--- config.mk ---
export PLATFORM = sky130hd
export DESIGN_NAME = crtsc_top
export DESIGN_NICKNAME = d
export VERILOG_FILES = /design/src/shared/crtsc_pkg.sv /design/src/hw/crtsc_cursor_cmp.sv /design/src/hw/crtsc_top.sv
export SDC_FILE = /design/constraint.sdc
export NUM_CORES = 1
export LEC_CHECK = 0
export ABC_AREA = 1
export BUFFER_PORTS_ARGS = -buffer_cell sky130_fd_sc_hd__buf_2
export CAP_MARGIN = 10
export CORE_MARGIN = 2
export CORE_UTILIZATION = 55
export DETAILED_ROUTE_END_ITERATION = 8
export GPL_TIMING_DRIVEN = 0
export MAX_ROUTING_LAYER = met4
export PLACE_DENSITY = 0.79
export SYNTH_ARGS = -nofsm -noshare
export SYNTH_HDL_FRONTEND = slang
export SYNTH_SLANG_ARGS = --single-unit
--- constraint.sdc ---
create_clock -name clk_sys -period 4.21 [get_ports clk_sys]
set_input_delay 0 -clock clk_sys [delete_from_list [all_inputs] [get_ports clk_sys]]
set_output_delay 0 -clock clk_sys [all_outputs]
set_load 0.02 [all_outputs]
--- src/shared/crtsc_pkg.sv ---
// Package for the scroll, cursor and vertical interrupt block: register map, fields, reset values
// How it works
// [RULE_01] Start address is copied into the working address counter only during vertical retrace.
// [RULE_02] Preset row scan loads the row scan counter during that same retrace.
// [RULE_03] Start address names first character (text) or first pixel (graphics).
// [RULE_04] Software should keep preset row scan zero in graphics and scroll by start address.
// [RULE_05] Cursor output is high from cursor first line through cursor last line.
// [RULE_06] Cursor appears where the character address equals the cursor location.
// [RULE_07] Underline shows on cursor output when row scan equals underline line minus one.
// [RULE_08] Vertical interrupt becomes active at the end of the vertical active display.
// [RULE_09] Interrupt pin is driven only while active, otherwise released.
// [RULE_10] Interrupt stays asserted until cleared by an acknowledge.
package crtsc_pkg;
  localparam logic [7:0] ADDR_START_HIGH = 8'h00;
  localparam logic [7:0] ADDR_START_LOW = 8'h04;
  localparam logic [7:0] ADDR_PRESET_ROW = 8'h08;
  localparam logic [7:0] ADDR_CURSOR_FIRST = 8'h0C;
  localparam logic [7:0] ADDR_CURSOR_LAST = 8'h10;
  localparam logic [7:0] ADDR_CURSOR_LOC_HIGH = 8'h14;
  localparam logic [7:0] ADDR_CURSOR_LOC_LOW = 8'h18;
  localparam logic [7:0] ADDR_UNDERLINE = 8'h1C;
  localparam logic [7:0] ADDR_CONTROL = 8'h20;
  localparam logic [7:0] ADDR_IRQ_STATUS = 8'h24;
  localparam logic [7:0] ADDR_IRQ_MASK = 8'h28;
  localparam logic [7:0] ADDR_STATE = 8'h2C;
  localparam int CTRL_GRAPHICS_BIT = 0;
  localparam int CTRL_CURSOR_EN_BIT = 1;
  localparam int CTRL_UNDERLINE_EN_BIT = 2;
  localparam int IRQ_VEND_BIT = 0;
  localparam int IRQ_RETRACE_BIT = 1;
  localparam logic [7:0] RST_BYTE = 8'h00;
  localparam logic [2:0] RST_CONTROL = 3'h6;
  localparam logic [1:0] RST_MASK = 2'h0;
  localparam logic [1:0] RESP_OKAY = 2'h0;
  localparam logic [1:0] RESP_SLVERR = 2'h2;
  typedef struct packed {
    logic [15:0] start_address;
    logic [4:0] preset_row_scan;
    logic [4:0] cursor_first_line;
    logic [4:0] cursor_last_line;
    logic [15:0] cursor_location;
    logic [4:0] underline_line;
    logic graphics_mode;
    logic cursor_enable;
    logic underline_enable;
  } crtsc_cfg_t;
  typedef struct packed {
    logic vertical_retrace;
    logic vertical_display_end;
    logic row_end;
    logic char_tick;
  } crtsc_raster_t;
endpackage
--- src/hw/crtsc_cursor_cmp.sv ---
// Cursor and underline compare stage with registered output
`timescale 1ns/1ns
module crtsc_cursor_cmp
  import crtsc_pkg::*;
#(
  parameter int ROW_W = 5,
  parameter int ADDR_W = 16
) (
  input wire logic clk_sys,
  input wire logic rst,
  input wire logic [ROW_W-1:0] row_scan,
  input wire logic [ADDR_W-1:0] char_address,
  input wire crtsc_cfg_t cfg,
  output logic cursor_out
);
  // Refused at elaboration: the config struct fixes both widths
  if (ROW_W != 5 || ADDR_W != 16) begin : g_width_check
    $error("crtsc_cursor_cmp: widths must match the config struct");
  end
  logic in_height;
  logic at_location;
  logic on_underline;
  logic [ROW_W-1:0] underline_row;
  assign underline_row = cfg.underline_line - 5'h01;
  assign in_height = (row_scan >= cfg.cursor_first_line) && (row_scan <= cfg.cursor_last_line); // see [RULE_05]
  assign at_location = (char_address == cfg.cursor_location); // see [RULE_06]
  assign on_underline = cfg.underline_enable && (row_scan == underline_row); // see [RULE_07]
  always_ff @(posedge clk_sys) begin
    if (rst) begin
      cursor_out <= 1'b0;
    end else begin
      cursor_out <= (cfg.cursor_enable && at_location && in_height) || on_underline;
    end
  end
  AST_CURSOR_HEIGHT: assert property (@(posedge clk_sys) disable iff (rst) // see [RULE_05]
    (cfg.cursor_enable && at_location && in_height) |=> cursor_out)
    else $error("cursor not shown inside height at location");
  AST_CURSOR_OFF: assert property (@(posedge clk_sys) disable iff (rst) // see [RULE_06]
    (!at_location && !on_underline) |=> !cursor_out)
    else $error("cursor shown away from location");
  AST_UNDERLINE: assert property (@(posedge clk_sys) disable iff (rst) // see [RULE_07]
    (cfg.underline_enable && row_scan == cfg.underline_line - 5'h01) |=> cursor_out)
    else $error("underline missing one line before setting");
endmodule

--- src/hw/crtsc_top.sv ---
// Soft scroll, cursor and vertical interrupt block with AXI4-Lite register slave
`timescale 1ns/1ns
module crtsc_top
  import crtsc_pkg::*;
#(
  parameter int ADDR_W = 16,
  parameter int ROW_W = 5
) (
  input wire logic clk_sys,
  input wire logic rst,
  input wire logic s_axi_awvalid,
  output logic s_axi_awready,
  input wire logic [7:0] s_axi_awaddr,
  input wire logic s_axi_wvalid,
  output logic s_axi_wready,
  input wire logic [31:0] s_axi_wdata,
  input wire logic [3:0] s_axi_wstrb,
  output logic s_axi_bvalid,
  input wire logic s_axi_bready,
  output logic [1:0] s_axi_bresp,
  input wire logic s_axi_arvalid,
  output logic s_axi_arready,
  input wire logic [7:0] s_axi_araddr,
  output logic s_axi_rvalid,
  input wire logic s_axi_rready,
  output logic [31:0] s_axi_rdata,
  output logic [1:0] s_axi_rresp,
  input wire crtsc_raster_t raster,
  input wire logic irq_ack,
  output logic [ADDR_W-1:0] char_address,
  output logic [ROW_W-1:0] row_scan,
  output logic cursor_out,
  output logic vertical_irq_out_o,
  output logic vertical_irq_out_oe,
  output logic irq
);
  if (ADDR_W != 16 || ROW_W != 5) begin : g_width_check
    $error("crtsc_top: widths must match the config struct");
  end

  logic [7:0] start_address_high;
  logic [7:0] start_address_low;
  logic [4:0] preset_row_scan;
  logic [4:0] cursor_first_line;
  logic [4:0] cursor_last_line;
  logic [7:0] cursor_location_high;
  logic [7:0] cursor_location_low;
  logic [4:0] underline_line;
  logic [2:0] control;
  logic [1:0] irq_status;
  logic [1:0] irq_mask;
  logic vint_active;
  logic [ADDR_W-1:0] row_start;
  logic retrace_q;
  logic vend_q;
  crtsc_cfg_t cfg;

  // Write channel: address and data may arrive in either order
  logic aw_held;
  logic w_held;
  logic [7:0] aw_addr;
  logic [31:0] w_data;
  logic [3:0] w_strb;
  logic do_write;
  logic do_read;
  logic rd_clear_status;

  assign s_axi_awready = !aw_held && !s_axi_bvalid;
  assign s_axi_wready = !w_held && !s_axi_bvalid;
  assign do_write = aw_held && w_held && !s_axi_bvalid;
  assign s_axi_arready = !s_axi_rvalid;
  assign do_read = s_axi_arvalid && s_axi_arready;

  always_ff @(posedge clk_sys) begin
    if (rst) begin
      aw_held <= 1'b0;
      aw_addr <= 8'h00;
    end else if (s_axi_awvalid && s_axi_awready) begin
      aw_held <= 1'b1;
      aw_addr <= s_axi_awaddr;
    end else if (do_write) begin
      aw_held <= 1'b0;
    end
  end

  always_ff @(posedge clk_sys) begin
    if (rst) begin
      w_held <= 1'b0;
      w_data <= 32'h00000000;
      w_strb <= 4'h0;
    end else if (s_axi_wvalid && s_axi_wready) begin
      w_held <= 1'b1;
      w_data <= s_axi_wdata;
      w_strb <= s_axi_wstrb;
    end else if (do_write) begin
      w_held <= 1'b0;
    end
  end

  function automatic logic known_addr(input logic [7:0] a);
    known_addr = (a[1:0] == 2'h0) && (a <= ADDR_STATE);
  endfunction

  always_ff @(posedge clk_sys) begin
    if (rst) begin
      s_axi_bvalid <= 1'b0;
      s_axi_bresp <= RESP_OKAY;
    end else if (do_write) begin
      s_axi_bvalid <= 1'b1;
      s_axi_bresp <= known_addr(aw_addr) ? RESP_OKAY : RESP_SLVERR;
    end else if (s_axi_bready) begin
      s_axi_bvalid <= 1'b0;
    end
  end

  // Only byte lane 0 carries data; a write with lane 0 off changes nothing
  always_ff @(posedge clk_sys) begin
    if (rst) begin
      start_address_high <= RST_BYTE;
      start_address_low <= RST_BYTE;
      preset_row_scan <= RST_BYTE[4:0];
      cursor_first_line <= RST_BYTE[4:0];
      cursor_last_line <= RST_BYTE[4:0];
      cursor_location_high <= RST_BYTE;
      cursor_location_low <= RST_BYTE;
      underline_line <= RST_BYTE[4:0];
      control <= RST_CONTROL;
      irq_mask <= RST_MASK;
    end else if (do_write && w_strb[0]) begin
      unique case (aw_addr)
        ADDR_START_HIGH: start_address_high <= w_data[7:0];
        ADDR_START_LOW: start_address_low <= w_data[7:0];
        ADDR_PRESET_ROW: preset_row_scan <= w_data[4:0];
        ADDR_CURSOR_FIRST: cursor_first_line <= w_data[4:0];
        ADDR_CURSOR_LAST: cursor_last_line <= w_data[4:0];
        ADDR_CURSOR_LOC_HIGH: cursor_location_high <= w_data[7:0];
        ADDR_CURSOR_LOC_LOW: cursor_location_low <= w_data[7:0];
        ADDR_UNDERLINE: underline_line <= w_data[4:0];
        ADDR_CONTROL: control <= w_data[2:0];
        ADDR_IRQ_MASK: irq_mask <= w_data[1:0];
        default: begin
        end
      endcase
    end
  end

  // Read channel
  logic [31:0] next_rdata;
  always_comb begin
    next_rdata = 32'h00000000;
    unique case (s_axi_araddr)
      ADDR_START_HIGH: next_rdata[7:0] = start_address_high;
      ADDR_START_LOW: next_rdata[7:0] = start_address_low;
      ADDR_PRESET_ROW: next_rdata[4:0] = preset_row_scan;
      ADDR_CURSOR_FIRST: next_rdata[4:0] = cursor_first_line;
      ADDR_CURSOR_LAST: next_rdata[4:0] = cursor_last_line;
      ADDR_CURSOR_LOC_HIGH: next_rdata[7:0] = cursor_location_high;
      ADDR_CURSOR_LOC_LOW: next_rdata[7:0] = cursor_location_low;
      ADDR_UNDERLINE: next_rdata[4:0] = underline_line;
      ADDR_CONTROL: next_rdata[2:0] = control;
      ADDR_IRQ_STATUS: next_rdata[1:0] = irq_status;
      ADDR_IRQ_MASK: next_rdata[1:0] = irq_mask;
      ADDR_STATE: next_rdata = {2'h0, vint_active, raster.vertical_retrace, 7'h00, row_scan, char_address};
      default: next_rdata = 32'h00000000;
    endcase
  end
  assign rd_clear_status = do_read && (s_axi_araddr == ADDR_IRQ_STATUS);

  always_ff @(posedge clk_sys) begin
    if (rst) begin
      s_axi_rvalid <= 1'b0;
      s_axi_rdata <= 32'h00000000;
      s_axi_rresp <= RESP_OKAY;
    end else if (do_read) begin
      s_axi_rvalid <= 1'b1;
      s_axi_rdata <= next_rdata;
      s_axi_rresp <= known_addr(s_axi_araddr) ? RESP_OKAY : RESP_SLVERR;
    end else if (s_axi_rready) begin
      s_axi_rvalid <= 1'b0;
    end
  end

  // Cursor location and start address are used straight from their registers
  always_comb begin
    cfg.start_address = {start_address_high, start_address_low};
    cfg.preset_row_scan = preset_row_scan;
    cfg.cursor_first_line = cursor_first_line;
    cfg.cursor_last_line = cursor_last_line;
    cfg.cursor_location = {cursor_location_high, cursor_location_low};
    cfg.underline_line = underline_line;
    cfg.graphics_mode = control[CTRL_GRAPHICS_BIT];
    cfg.cursor_enable = control[CTRL_CURSOR_EN_BIT];
    cfg.underline_enable = control[CTRL_UNDERLINE_EN_BIT];
  end

  // Address counter: start address marks the first character in text mode and the first pixel
  // in graphics mode; both simply seed the same counter, so the mode bit does not alter counting.
  // Preset row scan is not forced to zero in graphics; software keeps it zero (see [RULE_04]).
  always_ff @(posedge clk_sys) begin
    if (rst) begin
      char_address <= '0;
      row_start <= '0;
      row_scan <= '0;
    end else if (raster.vertical_retrace) begin
      char_address <= cfg.start_address; // see [RULE_01] see [RULE_03]
      row_start <= cfg.start_address; // see [RULE_01]
      row_scan <= cfg.preset_row_scan; // see [RULE_02]
    end else if (raster.row_end) begin
      row_scan <= row_scan + 5'h01;
      char_address <= row_start;
    end else if (raster.char_tick) begin
      char_address <= char_address + 16'h0001;
    end
  end

  crtsc_cursor_cmp #(
    .ROW_W(ROW_W),
    .ADDR_W(ADDR_W)
  ) u_cursor (
    .clk_sys(clk_sys),
    .rst(rst),
    .row_scan(row_scan),
    .char_address(char_address),
    .cfg(cfg),
    .cursor_out(cursor_out)
  );

  // Vertical interrupt: set on the rising edge of display end, held until acknowledged
  logic vend_rise;
  logic retrace_rise;
  assign vend_rise = raster.vertical_display_end && !vend_q;
  assign retrace_rise = raster.vertical_retrace && !retrace_q;

  always_ff @(posedge clk_sys) begin
    if (rst) begin
      vend_q <= 1'b0;
      retrace_q <= 1'b0;
    end else begin
      vend_q <= raster.vertical_display_end;
      retrace_q <= raster.vertical_retrace;
    end
  end

  // A new display end in the same cycle as the acknowledge keeps the interrupt set
  always_ff @(posedge clk_sys) begin
    if (rst) begin
      vint_active <= 1'b0;
    end else if (vend_rise) begin
      vint_active <= 1'b1; // see [RULE_08]
    end else if (irq_ack) begin
      vint_active <= 1'b0; // see [RULE_10]
    end
  end

  // Pin is driven low-active enable; released (enable high) when idle
  assign vertical_irq_out_o = vint_active;
  assign vertical_irq_out_oe = !vint_active; // see [RULE_09]

  always_ff @(posedge clk_sys) begin
    if (rst) begin
      irq_status <= 2'h0;
    end else begin
      irq_status <= (rd_clear_status ? 2'h0 : irq_status) | {retrace_rise, vend_rise};
    end
  end
  assign irq = |(irq_status & irq_mask);

  AST_SCROLL_LATCH: assert property (@(posedge clk_sys) disable iff (rst) // see [RULE_01]
    raster.vertical_retrace |=> (char_address == $past(cfg.start_address)))
    else $error("start address not latched in retrace");
  AST_ADDR_HOLD: assert property (@(posedge clk_sys) disable iff (rst) // see [RULE_01]
    (!raster.vertical_retrace && !raster.row_end && !raster.char_tick) |=> $stable(char_address))
    else $error("address counter moved outside retrace or tick");
  AST_PRESET_LOAD: assert property (@(posedge clk_sys) disable iff (rst) // see [RULE_02]
    raster.vertical_retrace |=> (row_scan == $past(preset_row_scan)))
    else $error("preset row scan not loaded in retrace");
  AST_ROW_STEP: assert property (@(posedge clk_sys) disable iff (rst) // see [RULE_02]
    (!raster.vertical_retrace && raster.row_end) |=> (row_scan == $past(row_scan) + 5'h01))
    else $error("row scan did not step at line end");
  AST_VINT_SET: assert property (@(posedge clk_sys) disable iff (rst) // see [RULE_08]
    (raster.vertical_display_end && !vend_q) |=> vint_active ##0 !vertical_irq_out_oe)
    else $error("interrupt not raised at display end");
  AST_VINT_QUIET: assert property (@(posedge clk_sys) disable iff (rst) // see [RULE_08]
    (!vint_active && !vend_rise) |=> !vint_active)
    else $error("interrupt raised away from display end");
  AST_STATUS_SET: assert property (@(posedge clk_sys) disable iff (rst) // see [RULE_08]
    vend_rise |=> irq_status[IRQ_VEND_BIT])
    else $error("display end not recorded in status");
  AST_VINT_HOLD: assert property (@(posedge clk_sys) disable iff (rst) // see [RULE_10]
    (vint_active && !irq_ack) |=> vint_active)
    else $error("interrupt dropped without acknowledge");
  AST_VINT_TRISTATE: assert property (@(posedge clk_sys) disable iff (rst) // see [RULE_09]
    (vint_active && irq_ack && !vend_rise) |=> vertical_irq_out_oe)
    else $error("interrupt pin still driven after acknowledge");
  AST_PIN_VALUE: assert property (@(posedge clk_sys) disable iff (rst) // see [RULE_09]
    !vertical_irq_out_oe |-> vertical_irq_out_o)
    else $error("interrupt pin driven without active level");
  // Responses stand until taken, and no new write is accepted meanwhile
  AST_WRITE_REFUSED: assert property (@(posedge clk_sys) disable iff (rst)
    s_axi_bvalid |-> (!s_axi_awready && !s_axi_wready))
    else $error("write channel open while response pending");
  AST_BRESP_TAKEN: assert property (@(posedge clk_sys) disable iff (rst)
    (s_axi_bvalid && s_axi_bready) |=> !s_axi_bvalid)
    else $error("write response not withdrawn after acceptance");
  AST_RRESP_TAKEN: assert property (@(posedge clk_sys) disable iff (rst)
    (s_axi_rvalid && s_axi_rready) |=> !s_axi_rvalid)
    else $error("read response not withdrawn after acceptance");
endmodule

**Yosys cells after proc, flatten, opt, wreduce, memory -nomap -nowiden**

Cells that the tools add are included.

- Bits in registers: 157
- Bits of input ports: 64
- Output and inout port bits: 66
- Logic and storage cells: 128

- Add/sub/neg operators: 3
- Magnitude comparators: 4
- Eq/ne operators: 22
- Multiplexer cells: 22
- Bitwise operators: 2
- Reductions and logical operators: 47

Operator list:

| cell | count |
|---|---|
| == test 8 x 5 -> 1 bit (second input constant) | 8 |
| == test 8 x 6 -> 1 bit (second input constant) | 6 |
| 2-to-1 mux 16 bit | 3 |
| == test 8 x 4 -> 1 bit (second input constant) | 4 |
| case mux 2 bit (12 select lines) | 1 |
| 2-to-1 mux 22 bit | 1 |
| AND reduction 2 bit | 10 |
| case mux 2 bit (9 select lines) | 1 |
| logical AND 1 bit | 17 |
| adder 16 x 1 -> 16 bit (second input constant) | 1 |
| == test 16 bit | 1 |
| == test 8 x 3 -> 1 bit (second input constant) | 2 |
| <= comparator 8 x 6 -> 1 bit (second input constant) | 2 |
| zero test 8 bit | 2 |
| case mux 3 bit (5 select lines) | 1 |
| nonzero test 2 bit | 6 |
| 2-to-1 mux 5 bit | 2 |
| case mux 1 bit (10 select lines) | 1 |
| 2-to-1 mux 1 bit | 9 |
| zero test 1 bit | 7 |
| 2-to-1 mux 2 bit | 3 |
| adder 5 x 1 -> 5 bit (second input constant) | 1 |
| == test 5 bit | 1 |
| >= comparator 5 bit | 1 |
| other kinds (8) | 9 |

**Longest topological paths before layout**

- Depth in word-level cells: 5
- Mapped depth: 11
- Mapped depth without buffers: 11

**Hierarchy**

Synthesis repeated with hierarchy kept, for this count alone.

- Cells, all modules: 1006
- Area, all modules: 7118.1 µm²

By module, submodules not included:

| module | times used | cells each | area an instance (µm²) | seq. area each (µm²) |
|---|---|---|---|---|
| crtsc_top | 1 | 877 | 6433.7 | 2902.8 |
| crtsc_cursor_cmp | 1 | 129 | 684.4 | 20.0 |

**Worst setup path before layout**

OpenSTA, ideal clock, no wires.

- Path type: reg2reg
- Start: register char_address[0]
- End: register char_address[14]
- Setup time: 120 ps
- Data arrival time: 1535 ps
- Data required time: 4090 ps
- Path slack: 2556 ps
- Stages on the path, launching flop included: 11
- Path buffers: 0
- Period minus slack after synthesis: 1654 ps
- Path through: dfxtp_1 -> ha_1 -> nand3_2 -> nor2_1 -> nand2_1 -> nor2_4 -> nand2_1 -> nand2_1 -> nand3_1 -> nand2_1 -> a21oi_1

- Word-level cells in the longest chain between the ends: 4

RTL lines:

| item | RTL line | RTL |
|---|---|---|
| from (decl) | crtsc_top.sv:30 | `output logic [ADDR_W-1:0] char_address,` |
| from (signal assigned) | crtsc_top.sv:205 | `char_address <= cfg.start_address;` |
| from (signal assigned) | crtsc_top.sv:210 | `char_address <= row_start;` |
| from (signal assigned) | crtsc_top.sv:212 | `char_address <= char_address + 16'h0001;` |
| adder 16 x 1 -> 16 bit | crtsc_top.sv:212 |  |
| 2-to-1 mux 16 bit | crtsc_top.sv:211 | `end else if (raster.char_tick) begin` |
| 2-to-1 mux 16 bit | crtsc_top.sv:208 | `end else if (raster.row_end) begin` |
| 2-to-1 mux 16 bit | crtsc_top.sv:204 | `end else if (raster.vertical_retrace) begin` |

Every way passes these cells. The select of a mux whose other input is x is not followed.
A chain may end at the register's enable or synchronous reset.

**Worst setup path in the final report**

- Start: register s_axi_bvalid
- End: register aw_addr[1]

- Word-level cells in the longest chain between the ends: 3

RTL lines:

| item | RTL line | RTL |
|---|---|---|
| from (decl) | crtsc_top.sv:18 | `output logic s_axi_bvalid,` |
| from (signal assigned) | crtsc_top.sv:106 | `s_axi_bvalid <= 1'b0;` |
| from (signal assigned) | crtsc_top.sv:109 | `s_axi_bvalid <= 1'b1;` |
| from (signal assigned) | crtsc_top.sv:112 | `s_axi_bvalid <= 1'b0;` |
| zero test 1 bit | crtsc_top.sv:68 | `assign s_axi_awready = !aw_held && !s_axi_bvalid;` |
| logical AND 1 bit | crtsc_top.sv:68 |  |
| logical AND 1 bit | crtsc_top.sv:78 | `end else if (s_axi_awvalid && s_axi_awready) begin` |
| to (signal assigned) | crtsc_top.sv:80 | `aw_addr <= s_axi_awaddr;` |
| to (decl) | crtsc_top.sv:61 | `logic [7:0] aw_addr;` |

Every way passes these cells.

==> metrics.log <==
[metrics] run status: completed
[metrics] total detailed-routing wirelength: 22,800 um
[metrics] standby leakage power: 0.00381 uW
[metrics] clock tree from TritonCTS: yes
[metrics] routed via count: 7,367
[metrics] Post-Syn Area per Cell: 7.28 um2
[metrics] number of levels the H-tree was split into: 4
[metrics] final non-filler cell area: 0.00885 mm2
[metrics] maximum number of pins on one net before global-route repair: 17
[metrics] maximum root-to-sink buffer count: 2
[metrics] critical-path maximum fanout: 10
[metrics] number of antenna violations at the first check in global routing: 0
[metrics] drt pass-1 iters: 5
[metrics] number of instances in the synthesized netlist: 995
[metrics] FF+latch count, synth: 146
[metrics] max reg flops: 23
[metrics] # resized after CTS: 0
[metrics] endpoint kind of the worst setup timing path: register
[metrics] total power: 3500 uW
[metrics] die boundary height: 119 um
[metrics] share of synthesized area occupied by flip-flops and latches: 40.3%
[metrics] peak supply drop: 283 uV
[metrics] Overflow after GRT: 0
[metrics] setup skew after layout: 0.00865 ns
[metrics] initial cell density of the core: 56.9%
[metrics] Worst Tran Pin Value: 0.805 ns
[metrics] largest registers: s_axi_rdata x23, char_address x16, row_start x16
[metrics] share of synthesized flip-flops with an asynchronous set or reset: 0%
[metrics] post-synth cell types: 45
[metrics] number of setup violations in the final report: 0
[metrics] Post-CTS Repair Setup Buffers: 0
[metrics] Max-slew headroom: 46.3%
[metrics] launching element type of the critical path: register
[metrics] clock input transition at the sequential cells of the worst setup and hold paths: 0.06 ns
[metrics] CP arrival: 2.31 ns
[metrics] unrepaired setup endpoints after global routing: false
[metrics] area enclosed by the die boundary: 0.0141 mm2
[metrics] critical setup path kind: reg2reg
[metrics] Core Box Area: 0.0127 mm2
[metrics] clock buffers created by TritonCTS: 17
[metrics] Reg with most FFs: s_axi_rdata
[metrics] Avg WL per Cell: 17.2 um
[metrics] setup TNS: 0 ns
[metrics] number of diodes added for antenna fixing: 0
[metrics] I/O pin total: 130
[metrics] cell row count: 41
[metrics] nets: 1,217
[metrics] Placement Cell Area: 0.00795 mm2
[metrics] DR iter-0 viols: 916
[metrics] Post-synth EDFFs: 0
[metrics] cell chosen for the clock root: clkbuf_16
[metrics] Post-Synthesis Cell Area: 0.00724 mm2
[metrics] hold-fix buffer count after cts: 26
[metrics] Worst Path Required: 4.53 ns
[metrics] number of pins exceeding their max-slew limit in the final report: 0
[metrics] fill cell count: 1,114
[metrics] most used flip-flop cell after synthesis: dfxtp_1
[metrics] global-route wire length before repair: 35,300 um
[metrics] ratio of routed vias to standard cells: 5.57
[metrics] detailed-route DRC error count: 0
[metrics] fraction of layout cells with a size suffix above 1: 16.9%
[metrics] combined global-route utilization of all metal layers: 33.4%
[metrics] detailed-placement wirelength estimate: 16,500 um
[metrics] number of nets with antenna violations after routing: 0
[metrics] gpl congestion: 0.972
[metrics] max-cap check violation count: 0
[metrics] final worst hold slack: 0.0230 ns
[metrics] Hold Crit Class: in2reg
[metrics] clock sink count: 146
[metrics] final core utilization: 69.6%
[metrics] P&R area growth vs syn: 22.2%
[metrics] vias in the first global route: 6,647
[metrics] period utilisation layout: 47.3%
[metrics] Final Hold Vio Count: 0
[metrics] IO buf count: 90
[metrics] minimum clock period after layout: 1.99 ns
[metrics] worst skew pair latency: 0.43 ns
[metrics] power per cell area: 395 mW/mm2
[metrics] Synth Warn #: 0
[metrics] Die Wd: 119 um
[metrics] Max Clock Freq: 0.502 GHz
path summary, 6_finish.rpt:
kind                               startpoint                      endpoint  slack (ns)  cells after the start
hold / removal                      raster[1]  char_address[5]$_SDFFE_PP0P_        0.02                      3
setup reg to reg    s_axi_bvalid$_SDFFE_PP0P_       aw_addr[1]$_SDFFE_PP0P_        2.22                      6
hold reg to reg   s_axi_rdata[1]$_SDFFE_PP0P_   s_axi_rdata[1]$_SDFFE_PP0P_        0.47                      2
setup / recovery    s_axi_bvalid$_SDFFE_PP0P_       aw_addr[1]$_SDFFE_PP0P_        2.22                      6
cell usage after synthesis (10+ instances only):
library cell	n	area, um2
a211oi_1	26	195
xnor2_1	12	105
dfxtp_1	146	2920
o21ai_0	98	490
buf_4	15	113
nor2_1	89	334
a31oi_1	10	62.6
a21oi_1	106	531
clkbuf_1	22	82.6
inv_1	79	297
ha_1	13	163
nand3_1	66	330
nand2_1	209	785
power breakdown:
group / total (uW) / leakage (uW) / internal, uW / switching (uW)
clock: 1660 / 0.000311 / 1060 / 593
sequential: 1460 / 0.00119 / 1430 / 35.5
combinational: 376 / 0.00231 / 120 / 256
total: 3500 / 0.00381 / 2610 / 885
cell type report:
| cell class | count | area [um2] | area share [%] |
|---|---|---|---|
| well taps | 172 | 215 | 2.43 |
| plain buffers | 51 | 288 | 3.25 |
| clock buffers | 22 | 494 | 5.58 |
| clock inverters | 8 | 149 | 1.68 |
| repair buffers | 116 | 711 | 8.03 |
| multi-input cells | 717 | 3730 | 42.1 |
| inverters | 91 | 343 | 3.87 |
| flip-flops and latches | 146 | 2920 | 33.0 |
metal layers:
metal / vias to the layer above / global-route usage, % / wire, um
met2: 393 / 52.7 / 10400
met5: - / - / 0
met4: 0 / 11.2 / 554
li1: 3581 / - / -
met3: 50 / 6.23 / 2070
met1: 3343 / 43.4 / 9730
cell usage in the layout (no fill, tap or decap), types with 3 or more instances in the layout:
| master | count |
|---|---|
| nand4_1 | 8 |
| a31oi_1 | 10 |
| or2_2 | 5 |
| nor2_2 | 5 |
| nand3_2 | 3 |
| ha_1 | 13 |
| clkbuf_16 | 17 |
| clkbuf_8 | 5 |
| bufinv_16 | 4 |
| conb_1 | 11 |
| xor2_1 | 6 |
| dfxtp_1 | 146 |
| clkbuf_2 | 3 |
| nand2_2 | 4 |
| nor2_4 | 9 |
| a211oi_2 | 6 |
| xnor2_1 | 12 |
| o211ai_1 | 3 |
| buf_4 | 15 |
| buf_2 | 95 |
| dlygate4sd3_1 | 26 |
| clkinv_1 | 9 |
| nand3_1 | 66 |
| clkbuf_1 | 22 |
| nand2_1 | 209 |
| inv_1 | 79 |
| o21ai_0 | 98 |
| nor2_1 | 89 |
| nor3_1 | 7 |
| a21oi_1 | 106 |
| buf_6 | 4 |
| nor2_8 | 4 |
| a211oi_1 | 26 |
cell families (layout without fill, tap and decap cells):
group                    Yosys count  in the layout  share of synthesized area [%]
AND/OR/NAND/NOR                  415            415                           26.2
AO/OA/AOI/OAI                    259            259                           20.1
flip-flops                       146            146                           40.3
buffers and inverters            142            288                           8.70
XOR/XNOR                          18             18                           2.18
adder cells (fa/ha/maj)           13             13                           2.25
other                              1             11                         0.0518
multiplexers                       1              1                          0.138
metrics by stage:
| step | worst slack, ns | instances |
|---|---|---|
| 2_1_floorplan | 2.56 | 1005 |
| 3_3_place_gp | 2.43 | 1267 |
| 3_5_place_dp | 2.41 | 1267 |
| 4_1_cts | 2.33 | 1323 |
| 5_1_grt | 2.03 | 1323 |
| 6_report | 2.22 | 1323 |
worst max-delay path, cell delays in order, from the launching register on:
cell and delay [ns]:
dfxtp_1 0.35, nor2_1 0.26, nand2_1 0.18, clkbuf_1 0.24, o21ai_0 0.22, nor2_1 0.07
dlygate4sd3_1 0.56
Power figures use the tool's default switching activity.
